<file path="config.mk">
export PLATFORM = sky130hd
export DESIGN_NAME = osd_uart
export DESIGN_NICKNAME = d
export VERILOG_FILES = /design/src/osd_pkg.sv /design/src/osd_tick_if.sv /design/src/osd_tick_gen.sv /design/src/osd_uart.sv
export SDC_FILE = /design/constraint.sdc
export NUM_CORES = 1
export LEC_CHECK = 0
export ABC_AREA = 1
export BUFFER_PORTS_ARGS = -buffer_cell sky130_fd_sc_hd__buf_2
export CAP_MARGIN = 20
export CORE_MARGIN = 2
export CORE_UTILIZATION = 63
export DETAILED_ROUTE_END_ITERATION = 12
export PLACE_DENSITY = 0.84
export SETUP_SLACK_MARGIN = 0.5
export SYNTH_ARGS = -nofsm -noshare
export SYNTH_HDL_FRONTEND = slang
export SYNTH_SLANG_ARGS = --single-unit
</file>
<file path="constraint.sdc">
create_clock -name clk -period 4.9 [get_ports clk]
set_clock_uncertainty 0.2 [all_clocks]
set_input_delay 0.98 -clock clk [delete_from_list [all_inputs] [get_ports clk]]
set_output_delay 0.98 -clock clk [all_outputs]
set_load 0.02 [all_outputs]
</file>
<file path="src/osd_pkg.sv">
// Constants and types for the oversampled serial transceiver
// Assumes a single clock domain with an active-low asynchronous reset
//
// Behaviour
// - Frame: start, eight data, stop bits
// - Sampling tick runs at four times bitrate
// - Tick divides clock by 480 times reload
// - Tick base free-runs, shared, never altered
// - Idle SPACE on tick starts receive, clears finished
// - Recheck start: sync, load 80H, count four
// - Synced: decrement counter, act at one, reload
// - Shift input right until marker falls out
// - On completion copy byte, set finished
// - Data-ready still set: overwrite, set overrun
// - Stop MARK sets ready, SPACE framing error
// - Transmitter runs after receiver each tick
// - Transmit acts when tick count mod 4 zero
// - Pending request loads byte, sends start bit
// - Stop MARK at 0x24, done at 0x24, or at 0x28 with two stop bits
package osd_pkg;

    // ----------------------------------------------------------------
    // Timing
    // ----------------------------------------------------------------
    localparam int unsigned OSD_CLK_DIV_BASE  = 480;
    localparam int unsigned OSD_RELOAD_DFLT   = 2;
    localparam int unsigned OSD_TICKS_PER_BIT = 4;

    // ----------------------------------------------------------------
    // Receiver constants
    // ----------------------------------------------------------------
    localparam logic [7:0] OSD_RX_MARKER   = 8'h80;
    localparam logic [2:0] OSD_SAMPLE_LOAD = 3'h4;
    localparam logic [2:0] OSD_SAMPLE_ZERO = 3'h0;

    // ----------------------------------------------------------------
    // Transmitter constants
    // ----------------------------------------------------------------
    localparam logic [7:0] OSD_TX_STOP_CNT = 8'h24;
    localparam logic [7:0] OSD_TX_END_CNT  = 8'h28;
    localparam logic [7:0] OSD_TX_CNT_ZERO = 8'h00;
    localparam logic [1:0] OSD_TX_PHASE0   = 2'h0;

    // ----------------------------------------------------------------
    // Register map
    // ----------------------------------------------------------------
    localparam logic [2:0] OSD_ADDR_STATUS = 3'h0;
    localparam logic [2:0] OSD_ADDR_RXDATA = 3'h1;
    localparam logic [2:0] OSD_ADDR_TXDATA = 3'h2;
    localparam logic [2:0] OSD_ADDR_CTRL   = 3'h3;

    localparam int unsigned OSD_ST_DRDY  = 0;
    localparam int unsigned OSD_ST_FERR  = 1;
    localparam int unsigned OSD_ST_OVRN  = 2;
    localparam int unsigned OSD_ST_TXREQ = 3;
    localparam int unsigned OSD_ST_TXING = 4;
    localparam int unsigned OSD_CTRL_TWO_STOP = 0;

    localparam logic       OSD_MARK  = 1'b1;
    localparam logic       OSD_SPACE = 1'b0;

    typedef enum logic [1:0] {
        OSD_RX_IDLE,
        OSD_RX_START,
        OSD_RX_SYNC
    } osd_rx_state_t;

    function automatic logic [7:0] osd_sel_byte(input logic [7:0] a, input logic [7:0] b,
                                                input logic s);
        return s ? b : a;
    endfunction

endpackage

</file>
<file path="src/osd_tick_if.sv">
// Interface carrying the shared sampling tick
// Assumes one clock; tick is a one-cycle pulse
`timescale 1ns/1ps
`default_nettype none
interface osd_tick_if;
    logic tick;
    modport src (output tick);
    modport dst (input tick);
endinterface
`default_nettype wire

</file>
<file path="src/osd_tick_gen.sv">
// Free-running sampling tick generator
// Assumes clk is the device input clock
`timescale 1ns/1ps
`default_nettype none
module osd_tick_gen
    import osd_pkg::*;
#(
    parameter int unsigned RELOAD = OSD_RELOAD_DFLT
) (
    // Clock and reset
    input  wire logic clk,
    input  wire logic resetn,
    // Tick out
    osd_tick_if.src   tk
);
    localparam int unsigned DIV = OSD_CLK_DIV_BASE * RELOAD;
    localparam int unsigned CW  = $clog2(DIV);

    if (RELOAD < 1) begin : g_bad_reload
        $error("RELOAD must be at least one");
    end

    logic [CW-1:0] div_ff;
    logic          tick_ff;
    wire           wrap = (div_ff == CW'(DIV - 1));
    wire  [CW-1:0] nxt_div = wrap ? '0 : div_ff + 1'b1;

    // Constant reload, never touched by the serial logic
    always_ff @(posedge clk or negedge resetn) begin
        if (!resetn) begin
            div_ff  <= '0;
            tick_ff <= 1'b0;
        end else begin
            div_ff  <= nxt_div;
            tick_ff <= wrap;
        end
    end

    assign tk.tick = tick_ff;

    property p_tick_period;
        @(posedge clk) disable iff (!resetn)
        $rose(tick_ff) |=> !tick_ff;
    endproperty
    a_tick_period: assert property (p_tick_period) else $error("tick wider than one cycle");
endmodule
`default_nettype wire

</file>
<file path="src/osd_uart.sv">
// Full-duplex oversampled asynchronous serial transceiver, top level
// Assumes a synchronous serial input and a simple strobe register port
//
// The plain strobed port and the placing of the registers were left to the implementer.
`timescale 1ns/1ps
`default_nettype none
module osd_uart
    import osd_pkg::*;
#(
    parameter int unsigned RELOAD = OSD_RELOAD_DFLT
) (
    // Clock and reset
    input  wire logic       clk,
    input  wire logic       resetn,
    // Register port
    input  wire logic [2:0] addr,
    input  wire logic [7:0] wdata,
    input  wire logic       wr,
    input  wire logic       rd,
    output logic      [7:0] rdata,
    // Serial line
    input  wire logic       serial_input_pin,
    output logic            serial_output_pin
);
    // ----------------------------------------------------------------
    // Tick
    // ----------------------------------------------------------------
    osd_tick_if tk ();
    osd_tick_gen #(.RELOAD(RELOAD)) u_tick (
        .clk    (clk),
        .resetn (resetn),
        .tk     (tk.src)
    );
    wire tick = tk.tick;

    // ----------------------------------------------------------------
    // State
    // ----------------------------------------------------------------
    osd_rx_state_t rx_st_ff, nxt_rx_st;
    logic [7:0] rx_shift_ff, nxt_rx_shift;
    logic [7:0] rx_hold_ff, nxt_rx_hold;
    logic [2:0] samp_ff, nxt_samp;
    logic       fin_ff, nxt_fin;
    logic       drdy_ff, nxt_drdy;
    logic       ferr_ff, nxt_ferr;
    logic       ovrn_ff, nxt_ovrn;
    logic [7:0] next_transmit_byte;
    logic [7:0] transmit_shift_byte, nxt_tx_shift;
    logic       txreq_ff, nxt_txreq;
    logic       txing_ff, nxt_txing;
    logic [7:0] tcnt_ff, nxt_tcnt;
    logic       out_ff, nxt_out;
    logic       two_stop_ff;
    logic [7:0] rdata_ff, nxt_rdata;

    // ----------------------------------------------------------------
    // Register decode
    // ----------------------------------------------------------------
    wire wr_st   = wr && (addr == OSD_ADDR_STATUS);
    wire wr_tx   = wr && (addr == OSD_ADDR_TXDATA);
    wire wr_ctrl = wr && (addr == OSD_ADDR_CTRL);
    wire clr_drdy  = wr_st && wdata[OSD_ST_DRDY];
    wire clr_ferr  = wr_st && wdata[OSD_ST_FERR];
    wire clr_ovrn  = wr_st && wdata[OSD_ST_OVRN];
    wire set_txreq = wr_st && wdata[OSD_ST_TXREQ];

    wire [7:0] status = {3'h0, txing_ff, txreq_ff, ovrn_ff, ferr_ff, drdy_ff};

    assign nxt_rdata = !rd ? 8'h00 :
                       (addr == OSD_ADDR_STATUS) ? status :
                       (addr == OSD_ADDR_RXDATA) ? rx_hold_ff :
                       (addr == OSD_ADDR_TXDATA) ? next_transmit_byte :
                       (addr == OSD_ADDR_CTRL)   ? {7'h00, two_stop_ff} : 8'h00;

    // ----------------------------------------------------------------
    // Receiver
    // ----------------------------------------------------------------
    wire       rx_in     = serial_input_pin;
    wire       samp_hit  = (samp_ff == 3'(OSD_SAMPLE_ZERO + 3'h1));
    wire [7:0] shifted   = {rx_in, rx_shift_ff[7:1]};
    wire       byte_done = rx_shift_ff[0];
    logic      ev_drdy, ev_ferr, ev_ovrn;

    always_comb begin
        nxt_rx_st    = rx_st_ff;
        nxt_rx_shift = rx_shift_ff;
        nxt_rx_hold  = rx_hold_ff;
        nxt_samp     = samp_ff;
        nxt_fin      = fin_ff;
        ev_drdy      = 1'b0;
        ev_ferr      = 1'b0;
        ev_ovrn      = 1'b0;
        if (tick) begin
            case (rx_st_ff)
                OSD_RX_IDLE: begin
                    if (rx_in == OSD_SPACE) begin
                        nxt_rx_st = OSD_RX_START;
                        nxt_fin   = 1'b0;
                    end
                end
                OSD_RX_START: begin
                    if (rx_in == OSD_SPACE) begin
                        nxt_rx_st    = OSD_RX_SYNC;
                        nxt_rx_shift = OSD_RX_MARKER;
                        nxt_samp     = OSD_SAMPLE_LOAD;
                    end else begin
                        nxt_rx_st = OSD_RX_IDLE;
                    end
                end
                OSD_RX_SYNC: begin
                    nxt_samp = samp_ff - 3'h1;
                    if (samp_hit) begin
                        nxt_samp = OSD_SAMPLE_LOAD;
                        if (!fin_ff) begin
                            nxt_rx_shift = shifted;
                            if (byte_done) begin
                                nxt_rx_hold = shifted;
                                nxt_fin     = 1'b1;
                                ev_ovrn     = drdy_ff;
                            end
                        end else begin
                            ev_drdy   = (rx_in == OSD_MARK);
                            ev_ferr   = (rx_in == OSD_SPACE);
                            nxt_rx_st = OSD_RX_IDLE;
                        end
                    end
                end
                default: nxt_rx_st = OSD_RX_IDLE;
            endcase
        end
    end

    // Hardware set wins over software clear
    assign nxt_drdy = ev_drdy | (drdy_ff & ~clr_drdy);
    assign nxt_ferr = ev_ferr | (ferr_ff & ~clr_ferr);
    assign nxt_ovrn = ev_ovrn | (ovrn_ff & ~clr_ovrn);

    // ----------------------------------------------------------------
    // Transmitter
    // ----------------------------------------------------------------
    wire [7:0] tcnt_inc = tcnt_ff + 8'h01;
    wire       tx_phase = (tcnt_inc[1:0] == OSD_TX_PHASE0);
    wire [7:0] end_cnt  = two_stop_ff ? OSD_TX_END_CNT : OSD_TX_STOP_CNT;
    logic      tx_take;

    always_comb begin
        nxt_tcnt     = tcnt_ff;
        nxt_tx_shift = transmit_shift_byte;
        nxt_txing    = txing_ff;
        nxt_out      = out_ff;
        tx_take      = 1'b0;
        // Evaluated after the receiver within the same tick
        if (tick) begin
            nxt_tcnt = tcnt_inc;
            if (tx_phase) begin
                if (txing_ff) begin
                    if (tcnt_inc == end_cnt) begin
                        nxt_txing = 1'b0;
                        nxt_out   = OSD_MARK;
                    end else if (tcnt_inc == OSD_TX_STOP_CNT) begin
                        nxt_out = OSD_MARK;
                    end else begin
                        nxt_out      = transmit_shift_byte[0];
                        nxt_tx_shift = {1'b0, transmit_shift_byte[7:1]};
                    end
                end else if (txreq_ff) begin
                    nxt_tx_shift = next_transmit_byte;
                    tx_take      = 1'b1;
                    nxt_txing    = 1'b1;
                    nxt_tcnt     = OSD_TX_CNT_ZERO;
                    nxt_out      = OSD_SPACE;
                end
            end
        end
    end

    assign nxt_txreq = set_txreq | (txreq_ff & ~tx_take);

    // ----------------------------------------------------------------
    // Registers
    // ----------------------------------------------------------------
    always_ff @(posedge clk or negedge resetn) begin
        if (!resetn) begin
            rx_st_ff    <= OSD_RX_IDLE;
            rx_shift_ff <= 8'h00;
            rx_hold_ff  <= 8'h00;
            samp_ff     <= 3'h0;
            fin_ff      <= 1'b0;
            drdy_ff     <= 1'b0;
            ferr_ff     <= 1'b0;
            ovrn_ff     <= 1'b0;
        end else begin
            rx_st_ff    <= nxt_rx_st;
            rx_shift_ff <= nxt_rx_shift;
            rx_hold_ff  <= nxt_rx_hold;
            samp_ff     <= nxt_samp;
            fin_ff      <= nxt_fin;
            drdy_ff     <= nxt_drdy;
            ferr_ff     <= nxt_ferr;
            ovrn_ff     <= nxt_ovrn;
        end
    end

    always_ff @(posedge clk or negedge resetn) begin
        if (!resetn) begin
            transmit_shift_byte <= 8'h00;
            next_transmit_byte  <= 8'h00;
            txreq_ff            <= 1'b0;
            txing_ff            <= 1'b0;
            tcnt_ff             <= 8'h00;
            out_ff              <= OSD_MARK;
            two_stop_ff         <= 1'b0;
            rdata_ff            <= 8'h00;
        end else begin
            transmit_shift_byte <= nxt_tx_shift;
            next_transmit_byte  <= osd_sel_byte(next_transmit_byte, wdata, wr_tx);
            txreq_ff            <= nxt_txreq;
            txing_ff            <= nxt_txing;
            tcnt_ff             <= nxt_tcnt;
            out_ff              <= nxt_out;
            two_stop_ff         <= wr_ctrl ? wdata[OSD_CTRL_TWO_STOP] : two_stop_ff;
            rdata_ff            <= nxt_rdata;
        end
    end

    assign rdata             = rdata_ff;
    assign serial_output_pin = out_ff;

    // ----------------------------------------------------------------
    // Assertions
    // ----------------------------------------------------------------
    property p_start;
        @(posedge clk) disable iff (!resetn)
        (tick && rx_st_ff == OSD_RX_IDLE && !rx_in) |=> (rx_st_ff == OSD_RX_START && !fin_ff);
    endproperty
    a_start: assert property (p_start) else $error("start not entered");

    property p_sync;
        @(posedge clk) disable iff (!resetn)
        (tick && rx_st_ff == OSD_RX_START && !rx_in) |=>
            (rx_st_ff == OSD_RX_SYNC && rx_shift_ff == OSD_RX_MARKER && samp_ff == OSD_SAMPLE_LOAD);
    endproperty
    a_sync: assert property (p_sync) else $error("sync load wrong");

    property p_noise;
        @(posedge clk) disable iff (!resetn)
        (tick && rx_st_ff == OSD_RX_START && rx_in) |=> rx_st_ff == OSD_RX_IDLE;
    endproperty
    a_noise: assert property (p_noise) else $error("noise not rejected");

    property p_samp;
        @(posedge clk) disable iff (!resetn)
        (tick && rx_st_ff == OSD_RX_SYNC && samp_ff > 3'h1) |=> samp_ff == $past(samp_ff) - 3'h1;
    endproperty
    a_samp: assert property (p_samp) else $error("sample count wrong");

    property p_done;
        @(posedge clk) disable iff (!resetn)
        (tick && rx_st_ff == OSD_RX_SYNC && samp_hit && !fin_ff && byte_done) |=>
            (fin_ff && rx_hold_ff == $past(shifted) && (ovrn_ff || !$past(drdy_ff)));
    endproperty
    a_done: assert property (p_done) else $error("byte completion wrong");

    property p_stop;
        @(posedge clk) disable iff (!resetn)
        (tick && rx_st_ff == OSD_RX_SYNC && samp_hit && fin_ff) |=>
            (rx_st_ff == OSD_RX_IDLE && (drdy_ff || ferr_ff));
    endproperty
    a_stop: assert property (p_stop) else $error("stop check wrong");

    property p_txstart;
        @(posedge clk) disable iff (!resetn)
        (tick && tx_phase && !txing_ff && txreq_ff) |=>
            (txing_ff && !serial_output_pin && tcnt_ff == OSD_TX_CNT_ZERO);
    endproperty
    a_txstart: assert property (p_txstart) else $error("start bit not sent");

    property p_txstop;
        @(posedge clk) disable iff (!resetn)
        (tick && txing_ff && tcnt_inc == OSD_TX_STOP_CNT) |=> serial_output_pin;
    endproperty
    a_txstop: assert property (p_txstop) else $error("stop bit not mark");

    property p_txhold;
        @(posedge clk) disable iff (!resetn)
        (tick && !tx_phase) |=> $stable(serial_output_pin);
    endproperty
    a_txhold: assert property (p_txhold) else $error("output moved off phase");

    property p_ovrn;
        @(posedge clk) disable iff (!resetn)
        (tick && rx_st_ff == OSD_RX_SYNC && samp_hit && !fin_ff && byte_done && drdy_ff) |=>
            ovrn_ff;
    endproperty
    a_ovrn: assert property (p_ovrn) else $error("overrun not flagged");

    property p_ferr;
        @(posedge clk) disable iff (!resetn)
        (tick && rx_st_ff == OSD_RX_SYNC && samp_hit && fin_ff && rx_in == OSD_SPACE) |=>
            ferr_ff;
    endproperty
    a_ferr: assert property (p_ferr) else $error("framing error not flagged");

    property p_txbit;
        @(posedge clk) disable iff (!resetn)
        (tick && tx_phase && txing_ff && tcnt_inc != end_cnt && tcnt_inc != OSD_TX_STOP_CNT) |=>
            serial_output_pin == $past(transmit_shift_byte[0]);
    endproperty
    a_txbit: assert property (p_txbit) else $error("data bit order wrong");

    property p_txend;
        @(posedge clk) disable iff (!resetn)
        (tick && tx_phase && txing_ff && tcnt_inc == end_cnt) |=>
            (!txing_ff && serial_output_pin);
    endproperty
    a_txend: assert property (p_txend) else $error("frame end wrong");
endmodule
`default_nettype wire

</file>
==> key figures <==
Logic synthesis
  – Synth Warn #: 0
  – Seq/Total Area, Yosys: 53.9%
  – FFs w/ async S/R, synth: 100%
  – Commonest register cell after synthesis: dfrtp_1
  – Cell Area, Synth: 3350 sq um
  – Netlist cell types: 40
  – Synth Net Count: 409
  – Synthesized flop and latch total: 72
  – Synth Area per Inst: 8.60 sq um
  – Cells after Synth: 389
  – Number of flops mapped to enable cells by yosys: 0

Floorplanning
  – Rows: 26
  – Starting Density: 65.5%
  – Die width: 76.9 um
  – I/O pin total: 25
  – Die Y-Extent: 76.9 um
  – Die ar.: 5910 sq um
  – Core Footprint: 5110 sq um

STA
  – Setup TNS: 0 ns
  – Slew Limit Fails: 0
  – Final min period: 2.20 ns
  – RSZ-0062 raised after global routing: false
  – Hold slack final: 0.261 ns
  – Worst-Margin Slew: 0.644 ns
  – Hold Fails Final Rpt: 0
  – Fin crit share: 44.9%
  – # setup viols final: 0
  – Peak Freq: 455 MHz
  – Max-slew headroom: 57.0%

Routing
  – 1st-pass router iterations: 4
  – Routed wire length per instance: 13.0 um
  – DRC: 0
  – Vias per cell: 5.37
  – Antenna violation net count after detailed routing: 0
  – Via count: 2,656
  – Final wirelength: 6.42 mm
  – Number of DRC markers in iteration 0: 117

Worst setup path
  – Critical path buffers and inverters: 1
  – CP delay by family, top: flip-flops
  – Largest fanout on the critical path: 2
  – CP max-delay cell: dfstp_2
  – CP startpoint kind: register
  – Reg2Reg Depth: 9
  – Setup slack, reg-to-reg: 2.97 ns
  – Worst endpoint required time: 3.72 ns
  – CP Cell Sequence: buf_2
  – CP endpoint kind: output pin
  – RR Endpoint: transmit_shift_byte[6]
  – Worst Setup EP: serial_output_pin
  – CP peak stage delay: 0.53 ns
  – CP startpoint: serial_output_pin
  – Critical path class: reg -> out
  – RR Startpoint: tcnt_ff[1]
  – CP Depth: 1
  – Critical path data arrival time: 1.02 ns

GRT
  – Gr ovfl total: 0
  – Global-route wire length before repair: 11.0 mm
  – GRT Overall Usage: 24.0%
  – Initial antenna violation count: 0
  – Largest net degree at the start of global routing: 53
  – Number of global-route vias before repair: 2,568

Clock network
  – Clock sinks: 72
  – Number of setup buffers added after CTS: 0
  – # H-tree levels: 3
  – Resize count post-CTS: 0
  – CTS buffer count: 9
  – Worst skew pair latency: 0.34 ns
  – CTS tree: done
  – Clock Pin Slew Worst Setup and Hold Paths: 0.07 ns
  – Root Buffer: clkbuf_8
  – Clk buf depth: 2
  – CTS Hold Buffers Added: 0

Placed design
  – Placed cell count: 478
  – DP Area: 3530 sq um
  – HPWL after DPL: 4.60 mm
  – Routability cong.: 0.844
  – Number of port buffers: 24

Status
  – Status: completed

Finish
  – Inserted Diodes: 0
  – P&R area growth vs syn: 11.8%
  – Post-route cell area: 3740 sq um
  – Commonest non-fill, non-tap cell in the layout: nand2_1
  – Most frequent cells in the layout: nand2_1 (99), dfrtp_1 (71), inv_1 (49)
  – Layout Cells excl Fill: 495
  – Layout cell share with drive strength beyond 1: 15.3%
  – Nets: 440

Power and ir drop
  – Clock Power Share: 38.0%
  – Pint: 0.863 mW
  – Worst VDD drop: 0.000234 V
  – Leakage: 1.88 nW
  – NetSw: 0.264 mW
  – Share of power burned in registers: 55.9%
  – Cell Pwr Density: 301 nW/um^2
  – Sw Ratio: 23.4%
  – Comb power frac: 6.1%

Worst hold path
  – Worst Hold Class: reg -> reg

Flow run
  – # Max-Cap Violations: 0
-- layer usage --
metal | part of all wire [%] | track usage (%)
met1 | 44 | 27.7
met4 | 2.2 | 11.1
met5 | 0 | 0
met3 | 4.4 | 7.65
met2 | 50 | 40.8
-- metrics by stage --
stage               utilization (%)  setup WS, ns  total power, mW
floorplan                         -          2.80            0.670
CTS                            72.7          2.68             1.14
finish                         73.3          2.70             1.13
global route                   73.3          2.66             1.18
global placement               69.1          2.50            0.704
detailed placement             69.1          2.42            0.707
-- cell type report --
cell class	count	area, sq um
clock inverters	2	12.5
clock buffers	14	173
inverters	57	228
well taps	70	87.6
multi-input cells	254	1280
repair buffers	26	155
flip-flops and latches	72	1800
fillers	403	1370
-- kinds of logic (layout without fill, tap and decap cells) --
family / count (synthesis) / count (layout) / share of synthesized area (%)
and+or+nand+nor: 172 / 172 / 23.3
DFF: 72 / 72 / 53.9
AOI/OAI and AO/OA: 70 / 70 / 11.4
buffers and inverters: 63 / 99 / 7.78
xor gates and xnor gates: 7 / 7 / 1.83
adders and majority gates: 4 / 4 / 1.50
muxes: 1 / 1 / 0.336
-- flip-flops by register name (all words and copies together), names as in the netlist, 3 cells and up --
register and count:
rdata 8, tcnt_ff 8, rx_shift_ff 8, samp_ff 3, u_tick.div_ff 10, rx_hold_ff 8
next_transmit_byte 8, transmit_shift_byte 8
-- power groups by stage --
stage               Sequential, mW  Clock (mW)  Combinational (mW)
detailed placement           0.641           0              0.0658
finish                       0.630       0.429              0.0686
floorplan                    0.638           0              0.0321
global placement             0.641           0              0.0626
global route                 0.632       0.469              0.0779
CTS                          0.630       0.439              0.0666
-- worst min-delay path by stage --
stage	from	to	cells after the start
after floorplan	u_tick.div_ff[0]	u_tick.div_ff[0]	1
after global placement	u_tick.div_ff[0]	u_tick.div_ff[0]	1
after detailed placement	serial_output_pin	serial_output_pin	2
after CTS	u_tick.div_ff[0]	u_tick.div_ff[0]	1
after global routing	u_tick.div_ff[0]	u_tick.div_ff[0]	1
final	u_tick.div_ff[0]	u_tick.div_ff[0]	1
-- cell usage after synthesis (3+ instances only) --
cell type | number | area, sq um
nor3_1 | 4 | 20.0
nand2_2 | 3 | 18.8
dfrtp_1 | 71 | 1780
nor2_1 | 23 | 86.3
o21ai_1 | 26 | 130
a21oi_1 | 8 | 40.0
nor2_4 | 3 | 33.8
inv_2 | 7 | 26.3
xor2_1 | 5 | 43.8
nand3_1 | 30 | 150
ha_1 | 4 | 50.1
nand2_1 | 99 | 372
inv_1 | 49 | 184
a31oi_1 | 4 | 25.0
o21ai_0 | 22 | 110
No activity file was read; power rests on OpenSTA's default activity.
